`src/shared/can_tx_rx_pkg.sv`:
```
// Constants, types and helpers for the CAN transmit/receive control block
// Assumes an 8-bit register port and an external CAN protocol engine
package can_tx_rx_pkg;

  localparam logic [15:0] TX_CTRL_ADDR = 16'hFFB1;
  localparam logic [15:0] RX_SUM_ADDR  = 16'hFFB2;
  localparam logic [7:0]  TX_CTRL_RST  = 8'h00;
  localparam logic [7:0]  RX_SUM_RST   = 8'h00;
  localparam logic [7:0]  UNMAPPED_RD  = 8'h00;
  localparam int          TXP_POS      = 7;
  localparam int          TXC_POS      = 4;
  localparam int          TXA_POS      = 2;
  localparam int          TXRQ_POS     = 0;
  localparam logic [3:0]  MASK0_BUF    = 4'h0;
  localparam logic [3:0]  MASK1_BUF    = 4'h2;

  typedef enum logic [1:0]
  {
    TX_IDLE = 2'b00,
    TX_ARB  = 2'b01,
    TX_XMIT = 2'b11
  } tx_state_e;

  typedef struct packed
  {
    logic        wr;
    logic        rd;
    logic [15:0] addr;
    logic [7:0]  data;
  } reg_req_s;

  typedef struct packed
  {
    logic ready;
    logic arbWon;
    logic arbLost;
    logic frameOk;
    logic frameErr;
  } eng_evt_s;

  typedef struct packed
  {
    logic       valid;
    logic [3:0] idx;
  } rx_evt_s;

  // One-hot select of the first eight receive buffers
  function automatic logic [7:0] rxSelect(input rx_evt_s e);
    logic [7:0] sel;
    sel = 8'h00;
    if (e.valid && (e.idx[3] == 1'b0))
    begin
      sel[e.idx[2:0]] = 1'b1;
    end
    return sel;
  endfunction

endpackage

```
`src/verilog/tx_buffer_slot.sv`:
```
// Request, abort and completion flags of one transmit buffer
// Assumes release pulses from the frame sequencer in the top module
`timescale 1ns/1ps
module tx_buffer_slot
(
  input  wire logic mclk,
  input  wire logic rst_n,
  input  wire logic initBit,
  input  wire logic wrReq,
  input  wire logic wrAbort,
  input  wire logic active,
  input  wire logic relDone,
  input  wire logic relOk,
  output wire logic reqBit,
  output wire logic abortBit,
  output wire logic doneBit
);

  logic req_ff;
  logic abort_ff;
  logic done_ff;
  logic nxt_req;
  logic nxt_abort;
  logic nxt_done;
  wire  preAbort = abort_ff && !active;
  wire  release_ = relDone || preAbort;

  assign nxt_req   = initBit ? 1'b0 : (wrReq || (req_ff && !release_));
  assign nxt_abort = initBit ? 1'b0 : (wrAbort || (abort_ff && !release_));
  assign nxt_done  = relDone ? relOk : (preAbort ? 1'b0 : done_ff);

  always_ff @(posedge mclk or negedge rst_n)
  begin
    if (!rst_n)
    begin
      req_ff   <= 1'b0;
      abort_ff <= 1'b0;
      done_ff  <= 1'b0;
    end
    else
    begin
      req_ff   <= nxt_req;
      abort_ff <= nxt_abort;
      done_ff  <= nxt_done;
    end
  end

  assign reqBit   = req_ff;
  assign abortBit = abort_ff;
  assign doneBit  = done_ff;
endmodule

```
`src/verilog/can_tx_rx_control.sv`:
```
// Transmit arbitration, frame sequencing and receive summary of a CAN controller
// Assumes a protocol engine that reports arbitration and frame outcome as pulses
`timescale 1ns/1ps
module can_tx_rx_control
  import can_tx_rx_pkg::*;
(
  input  wire logic                    mclk,
  input  wire logic                    rst_n,
  input  wire can_tx_rx_pkg::reg_req_s regReq,
  output wire logic [7:0]              rdData,
  input  wire logic                    initBit,
  input  wire logic [1:0]              maskCfg,
  input  wire can_tx_rx_pkg::eng_evt_s engEvt,
  output wire logic                    txStart,
  output wire logic                    txSel,
  input  wire can_tx_rx_pkg::rx_evt_s  rxStore,
  input  wire can_tx_rx_pkg::rx_evt_s  dnClear
);

  import can_tx_rx_pkg::*;

  ////////////////////////////////////////////////////////////////////////////
  // Register decode
  tx_state_e  state_ff;
  tx_state_e  nxt_state;
  logic       prio_ff;
  logic       nxt_prio;
  logic       sel_ff;
  logic       nxt_sel;
  logic       start_ff;
  logic       killed_ff;
  logic       nxt_killed;
  logic [7:0] rdData_ff;
  logic [7:0] nxt_rdData;
  logic [7:0] rxSum_ff;
  logic [7:0] nxt_rxSum;
  logic [1:0] reqBits;
  logic [1:0] abortBits;
  logic [1:0] doneBits;
  logic [1:0] relDone;
  logic [1:0] relOk;

  wire       txCtrlHit = (regReq.addr == TX_CTRL_ADDR);
  wire       rxSumHit  = (regReq.addr == RX_SUM_ADDR);
  wire       txCtrlWr  = regReq.wr && txCtrlHit;
  wire [1:0] wrReq     = txCtrlWr ? regReq.data[TXRQ_POS +: 2] : 2'b00;
  wire [1:0] wrAbort   = txCtrlWr ? regReq.data[TXA_POS +: 2] : 2'b00;
  wire [7:0] txCtrlView = {prio_ff, 1'b0, doneBits, abortBits, reqBits};

  assign nxt_prio = txCtrlWr ? regReq.data[TXP_POS] : prio_ff;

  assign nxt_rdData = !regReq.rd ? rdData_ff :
                      txCtrlHit  ? txCtrlView :
                      rxSumHit   ? rxSum_ff :
                                   UNMAPPED_RD;

  ////////////////////////////////////////////////////////////////////////////
  // Transmit buffer selection
  wire [1:0] eligible  = reqBits & ~abortBits;
  wire       bothElig  = (eligible == 2'b11);
  wire       pickSel   = bothElig ? prio_ff : eligible[1];
  wire       startNow  = (state_ff == TX_IDLE) && engEvt.ready && (eligible != 2'b00) && !initBit;
  wire       abortCur  = sel_ff ? abortBits[1] : abortBits[0];
  wire       giveUp    = abortCur || killed_ff;
  wire       inArb     = (state_ff == TX_ARB);
  wire       inXmit    = (state_ff == TX_XMIT);
  wire       lostQuit  = inArb && engEvt.arbLost && giveUp;
  wire       errQuit   = inXmit && engEvt.frameErr && giveUp;
  wire       okDone    = inXmit && engEvt.frameOk;
  wire       relAny    = lostQuit || errQuit || okDone;
  wire       activeAny = (state_ff != TX_IDLE);

  assign relDone = relAny ? (sel_ff ? 2'b10 : 2'b01) : 2'b00;
  assign relOk   = {2{okDone}};
  assign nxt_sel = startNow ? pickSel : sel_ff;

  assign nxt_killed = (state_ff == TX_IDLE) ? 1'b0 : (killed_ff || initBit);

  always_comb
  begin
    nxt_state = state_ff;
    unique case (state_ff)
      TX_IDLE:
      begin
        if (startNow)
        begin
          nxt_state = TX_ARB;
        end
      end
      TX_ARB:
      begin
        if (engEvt.arbLost)
        begin
          nxt_state = TX_IDLE;
        end
        else if (engEvt.arbWon)
        begin
          nxt_state = TX_XMIT;
        end
      end
      TX_XMIT:
      begin
        if (engEvt.frameOk || engEvt.frameErr)
        begin
          nxt_state = TX_IDLE;
        end
      end
      default:
      begin
        nxt_state = TX_IDLE;
      end
    endcase
  end

  ////////////////////////////////////////////////////////////////////////////
  // Receive summary
  // Receive buffers that hold mask data instead of messages
  function automatic logic [7:0] maskedBufs(input logic [1:0] cfg);
    logic [7:0] m;
    m = 8'h00;
    if (cfg[0])
    begin
      m[MASK0_BUF[2:0]] = 1'b1;
    end
    if (cfg[1])
    begin
      m[MASK1_BUF[2:0]] = 1'b1;
    end
    return m;
  endfunction

  wire [7:0] maskBufs = maskedBufs(maskCfg);
  wire [7:0] rxSet    = rxSelect(rxStore) & ~maskBufs;
  wire [7:0] rxClr    = rxSelect(dnClear);

  assign nxt_rxSum = initBit ? RX_SUM_RST : (rxSet | (rxSum_ff & ~rxClr));

  ////////////////////////////////////////////////////////////////////////////
  // Flip-flops
  always_ff @(posedge mclk or negedge rst_n)
  begin
    if (!rst_n)
    begin
      state_ff  <= TX_IDLE;
      prio_ff   <= TX_CTRL_RST[TXP_POS];
      sel_ff    <= 1'b0;
      start_ff  <= 1'b0;
      killed_ff <= 1'b0;
      rdData_ff <= TX_CTRL_RST;
      rxSum_ff  <= RX_SUM_RST;
    end
    else
    begin
      state_ff  <= nxt_state;
      prio_ff   <= nxt_prio;
      sel_ff    <= nxt_sel;
      start_ff  <= startNow;
      killed_ff <= nxt_killed;
      rdData_ff <= nxt_rdData;
      rxSum_ff  <= nxt_rxSum;
    end
  end

  ////////////////////////////////////////////////////////////////////////////
  // Per-buffer flags
  for (genvar b = 0; b < 2; b++)
  begin : g_slot
    tx_buffer_slot u_slot
    (
      .mclk     (mclk),
      .rst_n    (rst_n),
      .initBit  (initBit),
      .wrReq    (wrReq[b]),
      .wrAbort  (wrAbort[b]),
      .active   (activeAny && (sel_ff == 1'(b))),
      .relDone  (relDone[b]),
      .relOk    (relOk[b]),
      .reqBit   (reqBits[b]),
      .abortBit (abortBits[b]),
      .doneBit  (doneBits[b])
    );
  end

  assign rdData  = rdData_ff;
  assign txStart = start_ff;
  assign txSel   = sel_ff;
endmodule

```
`config.mk`:
```
export PLATFORM = sky130hd
export DESIGN_NAME = can_tx_rx_control
export DESIGN_NICKNAME = d
export VERILOG_FILES = /design/src/shared/can_tx_rx_pkg.sv /design/src/verilog/tx_buffer_slot.sv /design/src/verilog/can_tx_rx_control.sv
export SDC_FILE = /design/constraint.sdc
export NUM_CORES = 1
export LEC_CHECK = 0
export ABC_AREA = 1
export BUFFER_PORTS_ARGS = -buffer_cell sky130_fd_sc_hd__buf_4
export CAP_MARGIN = 30
export CORE_AREA = 2 2 65 67
export DETAILED_ROUTE_END_ITERATION = 16
export DIE_AREA = 0 0 67 69
export PLACE_DENSITY = 0.66
export SLEW_MARGIN = 15
export SYNTH_ARGS = -nofsm -noshare
export SYNTH_HDL_FRONTEND = slang
export SYNTH_SLANG_ARGS = --single-unit
```
`constraint.sdc`:
```
create_clock -name mclk -period 1.6 [get_ports mclk]
set_input_delay 0.16 -clock mclk [delete_from_list [all_inputs] [get_ports mclk]]
set_output_delay 0.16 -clock mclk [all_outputs]
set_load 0.005 [all_outputs]
```
==> run summary <==
Port bufs - 52
Number of global-route vias before repair - 1386
Classification of the worst-slack hold path - primary input to register
Worst r2r src - state_ff[0]
Crit path buffers/inverters - 0
Placed instance count - 309
Cell taking the most area after synthesis - sky130_fd_sc_hd__dfrtp_1
Maximum vdd drop - 0.338 mV
Clock latency at the later pin of the worst-skew pair - 0.27 ns
Overall global routing resource usage - 16.0%
Initial antenna violation count - 0
Final Cycle Share - 81.0%
YS warnings - 0
Cell-by-cell trace of the critical path - nor2_4 > nand4_1 > nand2_1 > nand3_1 > nand2_1 > o21ai_1
Primary FF master, synth - sky130_fd_sc_hd__dfrtp_1
Total I/O pin count - 56
RSZ-0062 raised after global routing - false
Clock root buffer - sky130_fd_sc_hd__clkbuf_8
H-tree depth - 1
Run status - completed
Num Clock Sinks - 28
Total of flip-flops plus latches after synthesis - 28
Global-route wire length before repair - 5.93 mm
Post-cts sizing count - 0
Worst slew margin relative to its limit - 66.3%
Maximum fanout along the worst path - 6
Average wire per cell in the routed design - 10.4 um
Final Hold Slack - 0.120 ns
Cell with the most instances after synthesis - sky130_fd_sc_hd__nand2_1
Worst setup path startpoint - state_ff[0]
Post-route clock skew - 0.00370 ns
DRT Pass-1 Iters - 4
Total standard cell area after synthesis - 0.00153 mm^2
Residual overflow from global routing - 0
Placeable core region - 0.00391 mm^2
Top cells by area in the synthesized netlist - sky130_fd_sc_hd__dfrtp_1 (46%), sky130_fd_sc_hd__nand2_1 (17%), sky130_fd_sc_hd__nand3_1 (10%), sky130_fd_sc_hd__inv_1 (6.1%), sky130_fd_sc_hd__a21oi_1 (4.2%)
CP startpoint kind - register
NumNets Final - 311
Layout-stage area growth over the synthesis result - 32.4%
Count of cell types in the netlist - 18
Number of nets still failing antenna checks after routing - 0
Antenna diodes - 0
Mean instance size in the synthesized netlist - 7.26 um^2
Maximum count of clock buffers along a single path - 2
Number of instances in the synthesized netlist - 211
Final setup violation count - 0
Clock period minus worst slack - 1.30 ns
CP dominant cell by count - sky130_fd_sc_hd__nand2_1
Data arrival time of the worst path - 1.46 ns
First-iteration detailed-routing DRC count - 56
Family with the most delay on the worst path - simple AND/OR/NAND/NOR gates
Routed vias - 1476
WS Path Type - register to register
Half-perimeter wire length of the detailed placement result - 2.58 mm
Required arrival time at the worst endpoint - 1.77 ns
Slew Viols, Final - 0
Type of element capturing the critical path - register
Power density over the cells - 823 mW/mm^2
Slowest cell on the critical path - sky130_fd_sc_hd__dfrtp_1
Worst hold start - regReq[7]
Floorplan die height - 69 um
MaxCap Viol Count - 0
Number of failing hold endpoints at the final stage - 0
Sequential share of the synthesized area - 45.7%
Via count normalized by instance count - 4.70
Floorplan die area - 0.00462 mm^2
Final-layout setup total negative slack - 0 ns
Peak per-stage delay on the critical path - 0.47 ns
Initial cell density of the core - 39.2%
Share of the synthesized area in the top cell type - 45.7%
Synth cell count leaders - sky130_fd_sc_hd__nand2_1 (69), sky130_fd_sc_hd__nand3_1 (32), sky130_fd_sc_hd__dfrtp_1 (28)
Cell leakage power - 1.07 nW
Final weighted congestion in routability-driven placement - 0.843
FMAX - 0.772 GHz
Maximum number of pins on one net before global-route repair - 29
Number of cell rows - 23
Total nets after synthesis - 257
Filler-free cell count of the finished design - 314
Count of flip-flops with a built-in enable after synthesis - 0
TritonCTS clock tree - done
Routed wire length - 3.25 mm
Count of unresolved DRC violations after routing - 0
Number of buffers inserted during clock tree synthesis - 3
Worst-path clk slew - 0.09 ns
Horizontal extent of the die - 67 um
Async SR Flop Fraction - 100%
Ratio of cells with drive above 1 in the final layout - 23.5%
Transition time at the pin with the least slew margin - 0.506 ns
## path summary, 6_finish.rpt
check | end | slack [ns] | depth (start not counted)
min reg2reg | rdData[1] | 0.49 | 2
min in group asynchronous | rxSum_ff[0] | 0.34 | 2
max reg2reg | state_ff[0] | 0.30 | 6
min | prio_ff | 0.12 | 3
max | state_ff[0] | 0.30 | 6
max in group asynchronous | rdData[3] | 1.00 | 2
## cell type report
cell class,count,area [um^2]
fill,390,1880
sequential,28,701
multi-input combinational,153,697
timing repair buffer,53,400
inverter,26,97.6
tap,50,62.6
clock buffer,3,41.3
clock inverter,1,30.0
## worst reg2reg max path, delay by kind of cell, from the launching register on
| family | cells | cell delay (ns) |
|---|---|---|
| AO/OA/AOI/OAI | 1 | 0.06 |
| AND/OR/NAND/NOR | 5 | 0.65 |
| flip-flops | 1 | 0.47 |
## power by group
part / internal (W) / switching [W]
Clock: 0.000335 / 0.000215
Sequential: 0.000750 / 0.0000524
Combinational: 0.000146 / 0.000173
## state kept, by name (all words and copies together), names as in the netlist
register                flops
g_slot.u_slot.abortBit      2
g_slot.u_slot.doneBit       2
g_slot.u_slot.reqBit        2
killed_ff                   1
prio_ff                     1
rdData                      8
rxSum_ff                    8
state_ff                    2
txSel                       1
txStart                     1
## cells in the final DEF, fill, tap and decap left out, types with 2 or more instances in the layout
| master | count |
|---|---|
| sky130_fd_sc_hd__nand2_1 | 69 |
| sky130_fd_sc_hd__nand4_1 | 2 |
| sky130_fd_sc_hd__nor2_1 | 12 |
| sky130_fd_sc_hd__dfrtp_1 | 28 |
| sky130_fd_sc_hd__nand3b_1 | 2 |
| sky130_fd_sc_hd__buf_4 | 52 |
| sky130_fd_sc_hd__nor2_2 | 3 |
| sky130_fd_sc_hd__o21ai_1 | 3 |
| sky130_fd_sc_hd__o21ai_0 | 12 |
| sky130_fd_sc_hd__inv_1 | 25 |
| sky130_fd_sc_hd__a21oi_1 | 13 |
| sky130_fd_sc_hd__nor2_4 | 2 |
| sky130_fd_sc_hd__nand3_1 | 32 |
| sky130_fd_sc_hd__clkbuf_8 | 3 |
## cell families after synthesis
logic type,count (synthesis),synth area share (%)
AOI/OAI and AO/OA,29,9.63
and+or+nand+nor,124,35.8
buffers and inverters,30,8.82
DFF,28,45.7
## timing repair
action	CTS	global route
hold buffers	1	0
buffers inserted	0	0
endpoints found under the hold margin	28	0
## metal layers
metal	part of all wire [%]	vias to the layer above	GRT usage (%)
met3	5.5	5	1.96
met4	1.6	0	5.44
li1	-	783	-
met2	46	41	24.9
met1	47	647	22.9
met5	0	-	0
## per-stage QoR
stage	utilization, %	total power (W)	instance area, um^2	setup slack (ns)
after CTS	51.9	0.00169	2030	0.305
after global placement	49.8	0.00113	1950	0.324
after detailed placement	49.8	0.00113	1950	0.280
after floorplan	-	0.000996	1530	0.458
after global routing	51.9	0.00177	2030	0.193
final	51.9	0.00167	2030	0.304
(Power assumes the default switching activity.)
